### src/hw/ccm_pkg.sv
package ccm_pkg;
   // Register byte addresses on APB
   localparam logic [11:0] ADDR_MODE    = 12'h000;
   localparam logic [11:0] ADDR_CMP_LO  = 12'h004;
   localparam logic [11:0] ADDR_CMP_HI  = 12'h008;
   localparam logic [11:0] ADDR_CTRL    = 12'h00c;
   localparam logic [11:0] ADDR_CLKCTL  = 12'h010;
   localparam logic [11:0] ADDR_COUNTER = 12'h014;
   localparam logic [11:0] ADDR_IRQ_ST  = 12'h018;
   localparam logic [11:0] ADDR_IRQ_MSK = 12'h01c;
   // Module mode register fields
   localparam int MODE_IRQ_EN_BIT = 0;
   localparam int MODE_MATCH_BIT  = 3;
   localparam int MODE_CMP_EN_BIT = 6;
   // Array control register fields
   localparam int CTRL_FLAG_BIT = 0;
   localparam int CTRL_RUN_BIT  = 6;
   // Clock control fields
   localparam int CLK_X2_BIT = 0;
   // Oscillator clocks per machine cycle
   localparam int CLKS_STD = 12;
   localparam int CLKS_X2  = 6;
   localparam int DIV_W    = 4;
   localparam logic [7:0]  RESET_BYTE = 8'h00;
   localparam logic [15:0] RESET_WORD = 16'h0000;
endpackage

### src/hw/ccm_tick_if.sv
`timescale 1ns/10ps
`default_nettype none
interface ccm_tick_if;
   logic        double_speed_select;
   logic        tick;
   modport src (input double_speed_select, output tick);
   modport dst (output double_speed_select, input tick);
endinterface
`default_nettype wire

### src/hw/ccm_tick_div.sv
`timescale 1ns/10ps
`default_nettype none
module ccm_tick_div (
   input  wire logic pclk,
   input  wire logic presetn,
   ccm_tick_if.src   tk
);
   logic [ccm_pkg::DIV_W-1:0] cnt_ff;
   logic [ccm_pkg::DIV_W-1:0] last_cnt;

   // Machine-cycle length from the speed select
   assign last_cnt = tk.double_speed_select ?
                     ccm_pkg::DIV_W'(ccm_pkg::CLKS_X2 - 1) :
                     ccm_pkg::DIV_W'(ccm_pkg::CLKS_STD - 1);
   assign tk.tick  = (cnt_ff >= last_cnt);

   always_ff @(posedge pclk or negedge presetn) begin
      if (!presetn) begin
         cnt_ff <= '0;
      end else if (tk.tick) begin
         cnt_ff <= '0;
      end else begin
         cnt_ff <= cnt_ff + 1'b1;
      end
   end
endmodule
`default_nettype wire

### src/hw/ccm_top.sv
// Summary of operation
// - Compare mode needs compare and match enables
// - Interrupt when flag and irq enable set
// - Low compare byte write clears compare enable
// - High compare byte write sets compare enable
// - Compare enable stays directly readable and writable
// - Speed select: 12 or 6 clocks
// - Reset selects standard speed
// - Double speed halves peripheral time reference
//
// The register addresses and the APB slave port were chosen for this implementation.
`timescale 1ns/10ps
`default_nettype none
module ccm_top (
   input  wire logic        pclk,
   input  wire logic        presetn,
   input  wire logic        psel,
   input  wire logic        penable,
   input  wire logic        pwrite,
   input  wire logic [11:0] paddr,
   input  wire logic [31:0] pwdata,
   output logic      [31:0] prdata,
   output logic             pready,
   output logic             pslverr,
   output logic             irq,
   output logic             match_irq_req
);
   logic [7:0]  mode_ff;
   logic [7:0]  cmp_lo_ff;
   logic [7:0]  cmp_hi_ff;
   logic        flag_ff;
   logic        run_ff;
   logic        x2_ff;
   logic [15:0] counter_ff;
   logic        irq_st_ff;
   logic        irq_msk_ff;
   logic        nxt_flag;
   logic        wr_en;
   logic        rd_en;
   logic        hit;
   logic        match_ev;
   logic        mapped;
   logic        tick;

   ccm_tick_if tk_if ();

   assign tk_if.double_speed_select = x2_ff;
   assign tick = tk_if.tick;

   ccm_tick_div u_div (
      .pclk    (pclk),
      .presetn (presetn),
      .tk      (tk_if.src)
   );

   function automatic logic addr_is(input logic [11:0] a,
                                    input logic [11:0] r);
      return a == r;
   endfunction

   assign wr_en   = psel && penable && pwrite;
   assign rd_en   = psel && !pwrite;
   assign pready  = 1'b1;
   assign mapped  = addr_is(paddr, ccm_pkg::ADDR_MODE) ||
                    addr_is(paddr, ccm_pkg::ADDR_CMP_LO) ||
                    addr_is(paddr, ccm_pkg::ADDR_CMP_HI) ||
                    addr_is(paddr, ccm_pkg::ADDR_CTRL) ||
                    addr_is(paddr, ccm_pkg::ADDR_CLKCTL) ||
                    addr_is(paddr, ccm_pkg::ADDR_COUNTER) ||
                    addr_is(paddr, ccm_pkg::ADDR_IRQ_ST) ||
                    addr_is(paddr, ccm_pkg::ADDR_IRQ_MSK);
   assign pslverr = psel && penable && !mapped;

   // Compare hit on full 16-bit value, armed by both enables
   assign hit = (counter_ff == {cmp_hi_ff, cmp_lo_ff}) &&
                mode_ff[ccm_pkg::MODE_CMP_EN_BIT] &&
                mode_ff[ccm_pkg::MODE_MATCH_BIT];
   assign match_ev = hit && tick && run_ff;

   // Array counter advances once per machine cycle
   always_ff @(posedge pclk or negedge presetn) begin
      if (!presetn) begin
         counter_ff <= ccm_pkg::RESET_WORD;
      end else if (wr_en && addr_is(paddr, ccm_pkg::ADDR_COUNTER)) begin
         counter_ff <= pwdata[15:0];
      end else if (run_ff && tick) begin
         counter_ff <= counter_ff + 16'h0001;
      end
   end

   // Mode register with compare-enable side effects
   always_ff @(posedge pclk or negedge presetn) begin
      if (!presetn) begin
         mode_ff <= ccm_pkg::RESET_BYTE;
      end else if (wr_en && addr_is(paddr, ccm_pkg::ADDR_MODE)) begin
         mode_ff <= pwdata[7:0];
      end else if (wr_en && addr_is(paddr, ccm_pkg::ADDR_CMP_LO)) begin
         mode_ff[ccm_pkg::MODE_CMP_EN_BIT] <= 1'b0;
      end else if (wr_en && addr_is(paddr, ccm_pkg::ADDR_CMP_HI)) begin
         mode_ff[ccm_pkg::MODE_CMP_EN_BIT] <= 1'b1;
      end
   end

   always_ff @(posedge pclk or negedge presetn) begin
      if (!presetn) begin
         cmp_lo_ff <= ccm_pkg::RESET_BYTE;
         cmp_hi_ff <= ccm_pkg::RESET_BYTE;
      end else begin
         if (wr_en && addr_is(paddr, ccm_pkg::ADDR_CMP_LO)) begin
            cmp_lo_ff <= pwdata[7:0];
         end
         if (wr_en && addr_is(paddr, ccm_pkg::ADDR_CMP_HI)) begin
            cmp_hi_ff <= pwdata[7:0];
         end
      end
   end

   // Match flag: set wins over software write of zero
   always_comb begin
      nxt_flag = flag_ff;
      if (wr_en && addr_is(paddr, ccm_pkg::ADDR_CTRL)) begin
         nxt_flag = pwdata[ccm_pkg::CTRL_FLAG_BIT];
      end
      if (match_ev) begin
         nxt_flag = 1'b1;
      end
   end

   always_ff @(posedge pclk or negedge presetn) begin
      if (!presetn) begin
         flag_ff <= 1'b0;
         run_ff  <= 1'b0;
      end else begin
         flag_ff <= nxt_flag;
         if (wr_en && addr_is(paddr, ccm_pkg::ADDR_CTRL)) begin
            run_ff <= pwdata[ccm_pkg::CTRL_RUN_BIT];
         end
      end
   end

   always_ff @(posedge pclk or negedge presetn) begin
      if (!presetn) begin
         x2_ff <= 1'b0;
      end else if (wr_en && addr_is(paddr, ccm_pkg::ADDR_CLKCTL)) begin
         x2_ff <= pwdata[ccm_pkg::CLK_X2_BIT];
      end
   end

   // Sticky status, write one to clear, set wins
   always_ff @(posedge pclk or negedge presetn) begin
      if (!presetn) begin
         irq_st_ff  <= 1'b0;
         irq_msk_ff <= 1'b0;
      end else begin
         if (match_ev) begin
            irq_st_ff <= 1'b1;
         end else if (wr_en && addr_is(paddr, ccm_pkg::ADDR_IRQ_ST) &&
                      pwdata[0]) begin
            irq_st_ff <= 1'b0;
         end
         if (wr_en && addr_is(paddr, ccm_pkg::ADDR_IRQ_MSK)) begin
            irq_msk_ff <= pwdata[0];
         end
      end
   end

   assign match_irq_req = flag_ff && mode_ff[ccm_pkg::MODE_IRQ_EN_BIT];
   assign irq = irq_st_ff && irq_msk_ff;

   always_ff @(posedge pclk or negedge presetn) begin
      if (!presetn) begin
         prdata <= 32'h0000_0000;
      end else if (rd_en && !penable) begin
         unique case (1'b1)
            addr_is(paddr, ccm_pkg::ADDR_MODE):
               prdata <= {24'h000000, mode_ff};
            addr_is(paddr, ccm_pkg::ADDR_CMP_LO):
               prdata <= {24'h000000, cmp_lo_ff};
            addr_is(paddr, ccm_pkg::ADDR_CMP_HI):
               prdata <= {24'h000000, cmp_hi_ff};
            addr_is(paddr, ccm_pkg::ADDR_CTRL):
               prdata <= {25'h0000000, run_ff, 5'h00, flag_ff};
            addr_is(paddr, ccm_pkg::ADDR_CLKCTL):
               prdata <= {31'h00000000, x2_ff};
            addr_is(paddr, ccm_pkg::ADDR_COUNTER):
               prdata <= {16'h0000, counter_ff};
            addr_is(paddr, ccm_pkg::ADDR_IRQ_ST):
               prdata <= {31'h00000000, irq_st_ff};
            addr_is(paddr, ccm_pkg::ADDR_IRQ_MSK):
               prdata <= {31'h00000000, irq_msk_ff};
            default:
               prdata <= 32'h0000_0000;
         endcase
      end
   end
endmodule
`default_nettype wire

### config.mk
export PLATFORM = sky130hd
export DESIGN_NAME = ccm_top
export DESIGN_NICKNAME = d
export VERILOG_FILES = /design/src/hw/ccm_pkg.sv /design/src/hw/ccm_tick_if.sv /design/src/hw/ccm_tick_div.sv /design/src/hw/ccm_top.sv
export SDC_FILE = /design/constraint.sdc
export NUM_CORES = 1
export LEC_CHECK = 0
export BUFFER_PORTS_ARGS = -buffer_cell sky130_fd_sc_hd__buf_4
export CAP_MARGIN = 20
export CORE_MARGIN = 1.5
export CORE_UTILIZATION = 35
export CTS_CLUSTER_SIZE = 28
export DETAILED_ROUTE_END_ITERATION = 12
export PLACE_DENSITY = 0.55
export SLEW_MARGIN = 0
export SYNTH_ARGS = -nofsm -noshare
export SYNTH_HDL_FRONTEND = slang
export SYNTH_SLANG_ARGS = --single-unit
### constraint.sdc
create_clock -name pclk -period 2.3 [get_ports pclk]
set_input_delay 0.23 -clock pclk [delete_from_list [all_inputs] [get_ports pclk]]
set_output_delay 0.23 -clock pclk [all_outputs]
set_load 0.02 [all_outputs]
Word-level counts from Yosys, hierarchy flattened

Cells that the tools add are included.

Bits in registers: 81
Input port bits: 49
Output and inout bits: 36
Word-level logic and storage cells: 71

$add $sub $neg: 2
Magnitude comparators: 1
Eq/ne operators: 8
Mux-type cells: 12
Reduce and logical (&&, ||, !) cells: 36

Operators by type and width:

| operator                                                         | number |
|---|---|
| 16-bit one-hot mux with 8 select lines                           | 1 |
| 12-bit by 5-bit == test with 1-bit output, second input constant | 4 |
| 16-bit two-way mux                                               | 2 |
| 12-bit by 4-bit == test with 1-bit output, second input constant | 2 |
| 1-bit logical AND                                                | 21 |
| 16-bit by 1-bit adder with 16-bit output, second input constant  | 1 |
| 16-bit == test                                                   | 1 |
| 12-bit by 3-bit == test with 1-bit output, second input constant | 1 |
| 12-bit zero test                                                 | 1 |
| 4-bit two-way mux                                                | 2 |
| 1-bit logical OR                                                 | 7 |
| 1-bit two-way mux                                                | 7 |
| 2-bit nonzero test                                               | 3 |
| 4-bit by 1-bit adder with 4-bit output, second input constant    | 1 |
| 4-bit >= comparator                                              | 1 |
| 1-bit zero test                                                  | 3 |
| 3-bit nonzero test                                               | 1 |

Longest topological paths before layout

Word-level depth: 10
Gate-level depth with buffers: 7
Mapped depth without buffers: 7

By module

Synthesis repeated with hierarchy kept, for this count alone.

Cell total of the unflattened synthesis: 335
Area, all modules: 3609.7 sq um

Modules (own cells, without submodules):

| module       | times used | cells each | area an instance (sq um) | seq. area each (sq um) |
|---|---|---|---|---|
| ccm_top      | 1          | 314        | 3388.2                   | 1526.5 |
| ccm_tick_div | 1          | 21         | 221.5                    | 100.1 |

Worst setup path after synthesis

OpenSTA, ideal clock, no wires.

Path kind: input -> register
Start point: input port paddr[5]
End point: register cmp_hi_ff[0]
Setup time: 0.125 ns
Arrival time: 1.694 ns
Data required time: 2.175 ns
Setup slack: 0.481 ns
Stages on the path: 5
Path buffers: 1
Cells stage by stage: nor3_1 > nand4_4 > or4b_4 > buf_6 > mux2_4

Longest elaborated chain between the ends: 2

Ends and longest elaborated chain:

| element                                   | RTL line       | source |
|---|---|---|
| start, declared                           | ccm_top.sv:20  | `input wire logic [11:0] paddr,` |
| 12-bit by 4-bit == test with 1-bit output | ccm_top.sv:58  | `return a == r;` |
| 1-bit logical AND                         | ccm_top.sv:112 | `if (wr_en && addr_is(paddr, ccm_pkg::ADDR_CMP_HI)) begin` |
| end signal, assigned                      | ccm_top.sv:107 | `cmp_hi_ff <= ccm_pkg::RESET_BYTE;` |
| end signal, assigned                      | ccm_top.sv:113 | `cmp_hi_ff <= pwdata[7:0];` |
| end, declared                             | ccm_top.sv:30  | `logic [7:0] cmp_hi_ff;` |

No other way between the ends.
A chain may end at the register's enable or synchronous reset.

Worst setup path in the final report

Start point: register counter_ff[1]
End point: register counter_ff[12]

Longest elaborated chain between the ends: 3

Ends and longest elaborated chain:

| element                                  | RTL line      | source |
|---|---|---|
| start, declared                          | ccm_top.sv:34 | `logic [15:0] counter_ff;` |
| start signal, assigned                   | ccm_top.sv:83 | `counter_ff <= ccm_pkg::RESET_WORD;` |
| start signal, assigned                   | ccm_top.sv:85 | `counter_ff <= pwdata[15:0];` |
| start signal, assigned                   | ccm_top.sv:87 | `counter_ff <= counter_ff + 16'h0001;` |
| 16-bit by 1-bit adder with 16-bit output | ccm_top.sv:87 |  |
| 16-bit two-way mux                       | ccm_top.sv:86 | `end else if (run_ff && tick) begin` |
| 16-bit two-way mux                       | ccm_top.sv:84 | `end else if (wr_en && addr_is(paddr, ccm_pkg::ADDR_COUNTER)) begin` |

No other way between the ends. The select of a mux whose other input is x is not followed.

==> reports/results.ini <==
[setup_path]
path_class=reg2reg
worstPathBufferInverterCount=1
start_kind=flop
worstSetupStartpoint=counter_ff[1]
cp_num_cells=6
cp_slowest_cell=dfrtp_1
regToRegEndpoint=counter_ff[12]
required_ns=2.52
r2r_slack_ns=0.28
end_kind=flop
path_delay_family=simple AND/OR/NAND/NOR gates
max_stage_delay_ns=0.47
timing.rr.start=counter_ff[1]
crit_fanout=6
path_cells=ha_1 -> inv_1 -> or3_1 -> nor4b_1 -> xnor2_1 -> a21oi_1
cp-endpoint=counter_ff[12]
r2r_cells=6
crit_arrival_ns=2.24

[synth]
synth_area_per_cell_sq_um=10.3
ys_types=45
yosysWarnings=0
synthTopCellsByArea=dfrtp_1, mux2_2, xor2_1, nand2_1, buf_4
yosys.area.top_type_share=0.456
ys_async_sr_fraction=1.00
seq_area_frac_synth=0.456
syn_area_sq_um=3570
yosys.area.top_type=dfrtp_1
synth_cells=345
synth_edf_count=0
synth_ff_type=dfrtp_1
synth-seq-cells=65

[routing]
wirelength_microns=8430
wl_per_cell_microns=15.8
dr.pass1.iters=4
vias=2634
drc=0
drtAntennaViolNets=0
drt_iter0_drc=185
via_per_inst=4.94

[place]
dpl_cell_area_sq_um=4030
io_buffers=51
gp_congestion=0.887
dp.final_hpwl_microns=6320
dpl_worst_slack_ns=0.200
dp.cells=517

[layout]
design_area_sq_um=4280
multi_input_area_sq_um=1770
fin_cells=533
regArea_sq_um=1630
drive_above_1_share=0.263
antenna_cells=0
areaGrowthSynthToFinish_pct=20.0
fillers=987
final_common_cell=dfrtp_1
fin_nets=449
final_cell_mix=dfrtp_1, buf_4, nand2_1

[floorplan]
die_area_sq_um=10800
pin_count=85
die-width_microns=104
core-area_sq_um=9820
row_count=36
initial_core_util=0.363
die_h_microns=104

[run]
cap_violations=0

[timing]
tns_ns=0
setup_viol_count_final=0
fin_crit_ns=2.02
max_freq_mhz=496
hold_viol=34
skew_ns=0.00813
finalMaxSlewViolations=0
finalWorstSetupSlack_ns=0.283
rsz0062_at_grt=false
holdWs_ns=-0.0332
relSlewSlack=0.448
worst_pin_slew_ns=0.828
min_period_over_period=0.877

[clock_network]
path_clk_slew_ns=0.07
cts_root_buffer=clkbuf_8
clk_latency_ns=0.35
cts-htree-levels=3
cts_resized=0
clk_path_buf_depth=2
cts_hold_buf=0
cts.sinks=65
cts_tree=built
postCtsSetupBuffers=0
numCtsBuffers=9

[pwr]
vdd_drop_max_uv=263
power_density_nw_per_um2=746
leakage_uw=0.00204

[grt]
track_usage=0.164
antenna_found_initial=0
grt_max_degree=66
grt_pass1_wl_microns=13700
grt_pass1_vias=2576
gr-total-overflow=0

[run_status]
status=finished with violations
violations=hold timing

[worst_hold_path]
hold_path_class=in2async

## sequential cells by signal, summed over array words and instances, names as in the netlist
register and flops:
irq_st_ff 1, prdata 16, run_ff 1, cmp_hi_ff 8, counter_ff 16, flag_ff 1, u_div.cnt_ff 4, cmp_lo_ff 8
mode_ff 8, irq_msk_ff 1, tk_if.double_speed_select 1
## layer usage
metal  track usage  wire length, microns  part of all wire  vias up
li1              -                     -                 -     1278
met1         0.223                  3990              0.47     1266
met2         0.244                  3890              0.46       81
met3        0.0332                   399             0.047        9
met4        0.0883                   148             0.018        0
met5             0                     0                 0        -
## cells by family (layout without fill, tap and decap cells)
group / after synthesis / count (layout) / synth area share
simple gates: 109 / 109 / 0.156
compound gates: 54 / 54 / 0.0968
fa+ha+maj: 5 / 5 / 0.0175
mux: 36 / 36 / 0.127
xor+xnor: 33 / 33 / 0.0810
buf+inv: 41 / 81 / 0.0638
flops: 65 / 65 / 0.456
other cells: 2 / 17 / 0.00211
## worst min-delay path by stage
| stage | end | slack [ns] |
|---|---|---|
| global route | prdata[13] | 0.03 |
| global placement | prdata[10] | 0.38 |
| floorplan | cmp_hi_ff[0] | -0.07 |
| CTS | prdata[10] | 0.001 |
| detailed placement | prdata[10] | 0.38 |
| finish | prdata[10] | -0.03 |
## power breakdown
part / internal, uW / total, uW / switching, uW / leakage (uW)
Combinational: 282 / 629 / 347 / 0.00105
Sequential: 1220 / 1350 / 127 / 0.000873
Clock: 753 / 1210 / 461 / 0.000123
## area by class of cell
| type | count | share of cell area |
|---|---|---|
| Multi-Input combinational cell | 254 | 0.414 |
| Sequential cell | 65 | 0.380 |
| Timing Repair Buffer | 58 | 0.102 |
| Tap cell | 133 | 0.0389 |
| Clock buffer | 10 | 0.0321 |
| Clock inverter | 6 | 0.0269 |
| Inverter | 7 | 0.00614 |
## synth_stat cells (all sizes together), types with 2 or more instances
library cell  number
and3               3
nand3             11
nor2              16
o32ai              2
buf               20
or3                2
nand2             43
nor3               9
a21oi              7
mux2              22
mux4               3
inv                7
xnor2             14
mux2i             11
ha                 5
nor4               5
or4                2
nor2b              2
a22oi              5
nand4              8
xor2              19
dfrtp             65
o22ai              2
clkbuf            14
a22o               8
and2               2
o21ai             25
conb               2
## metrics by stage
stage | util | total power, uW
2_1_floorplan | - | 1760
3_3_place_gp | 0.410 | 1980
3_5_place_dp | 0.410 | 2000
4_1_cts | 0.436 | 3230
5_1_grt | 0.436 | 3350
6_report | 0.436 | 3200
(Power assumes the default switching activity.)
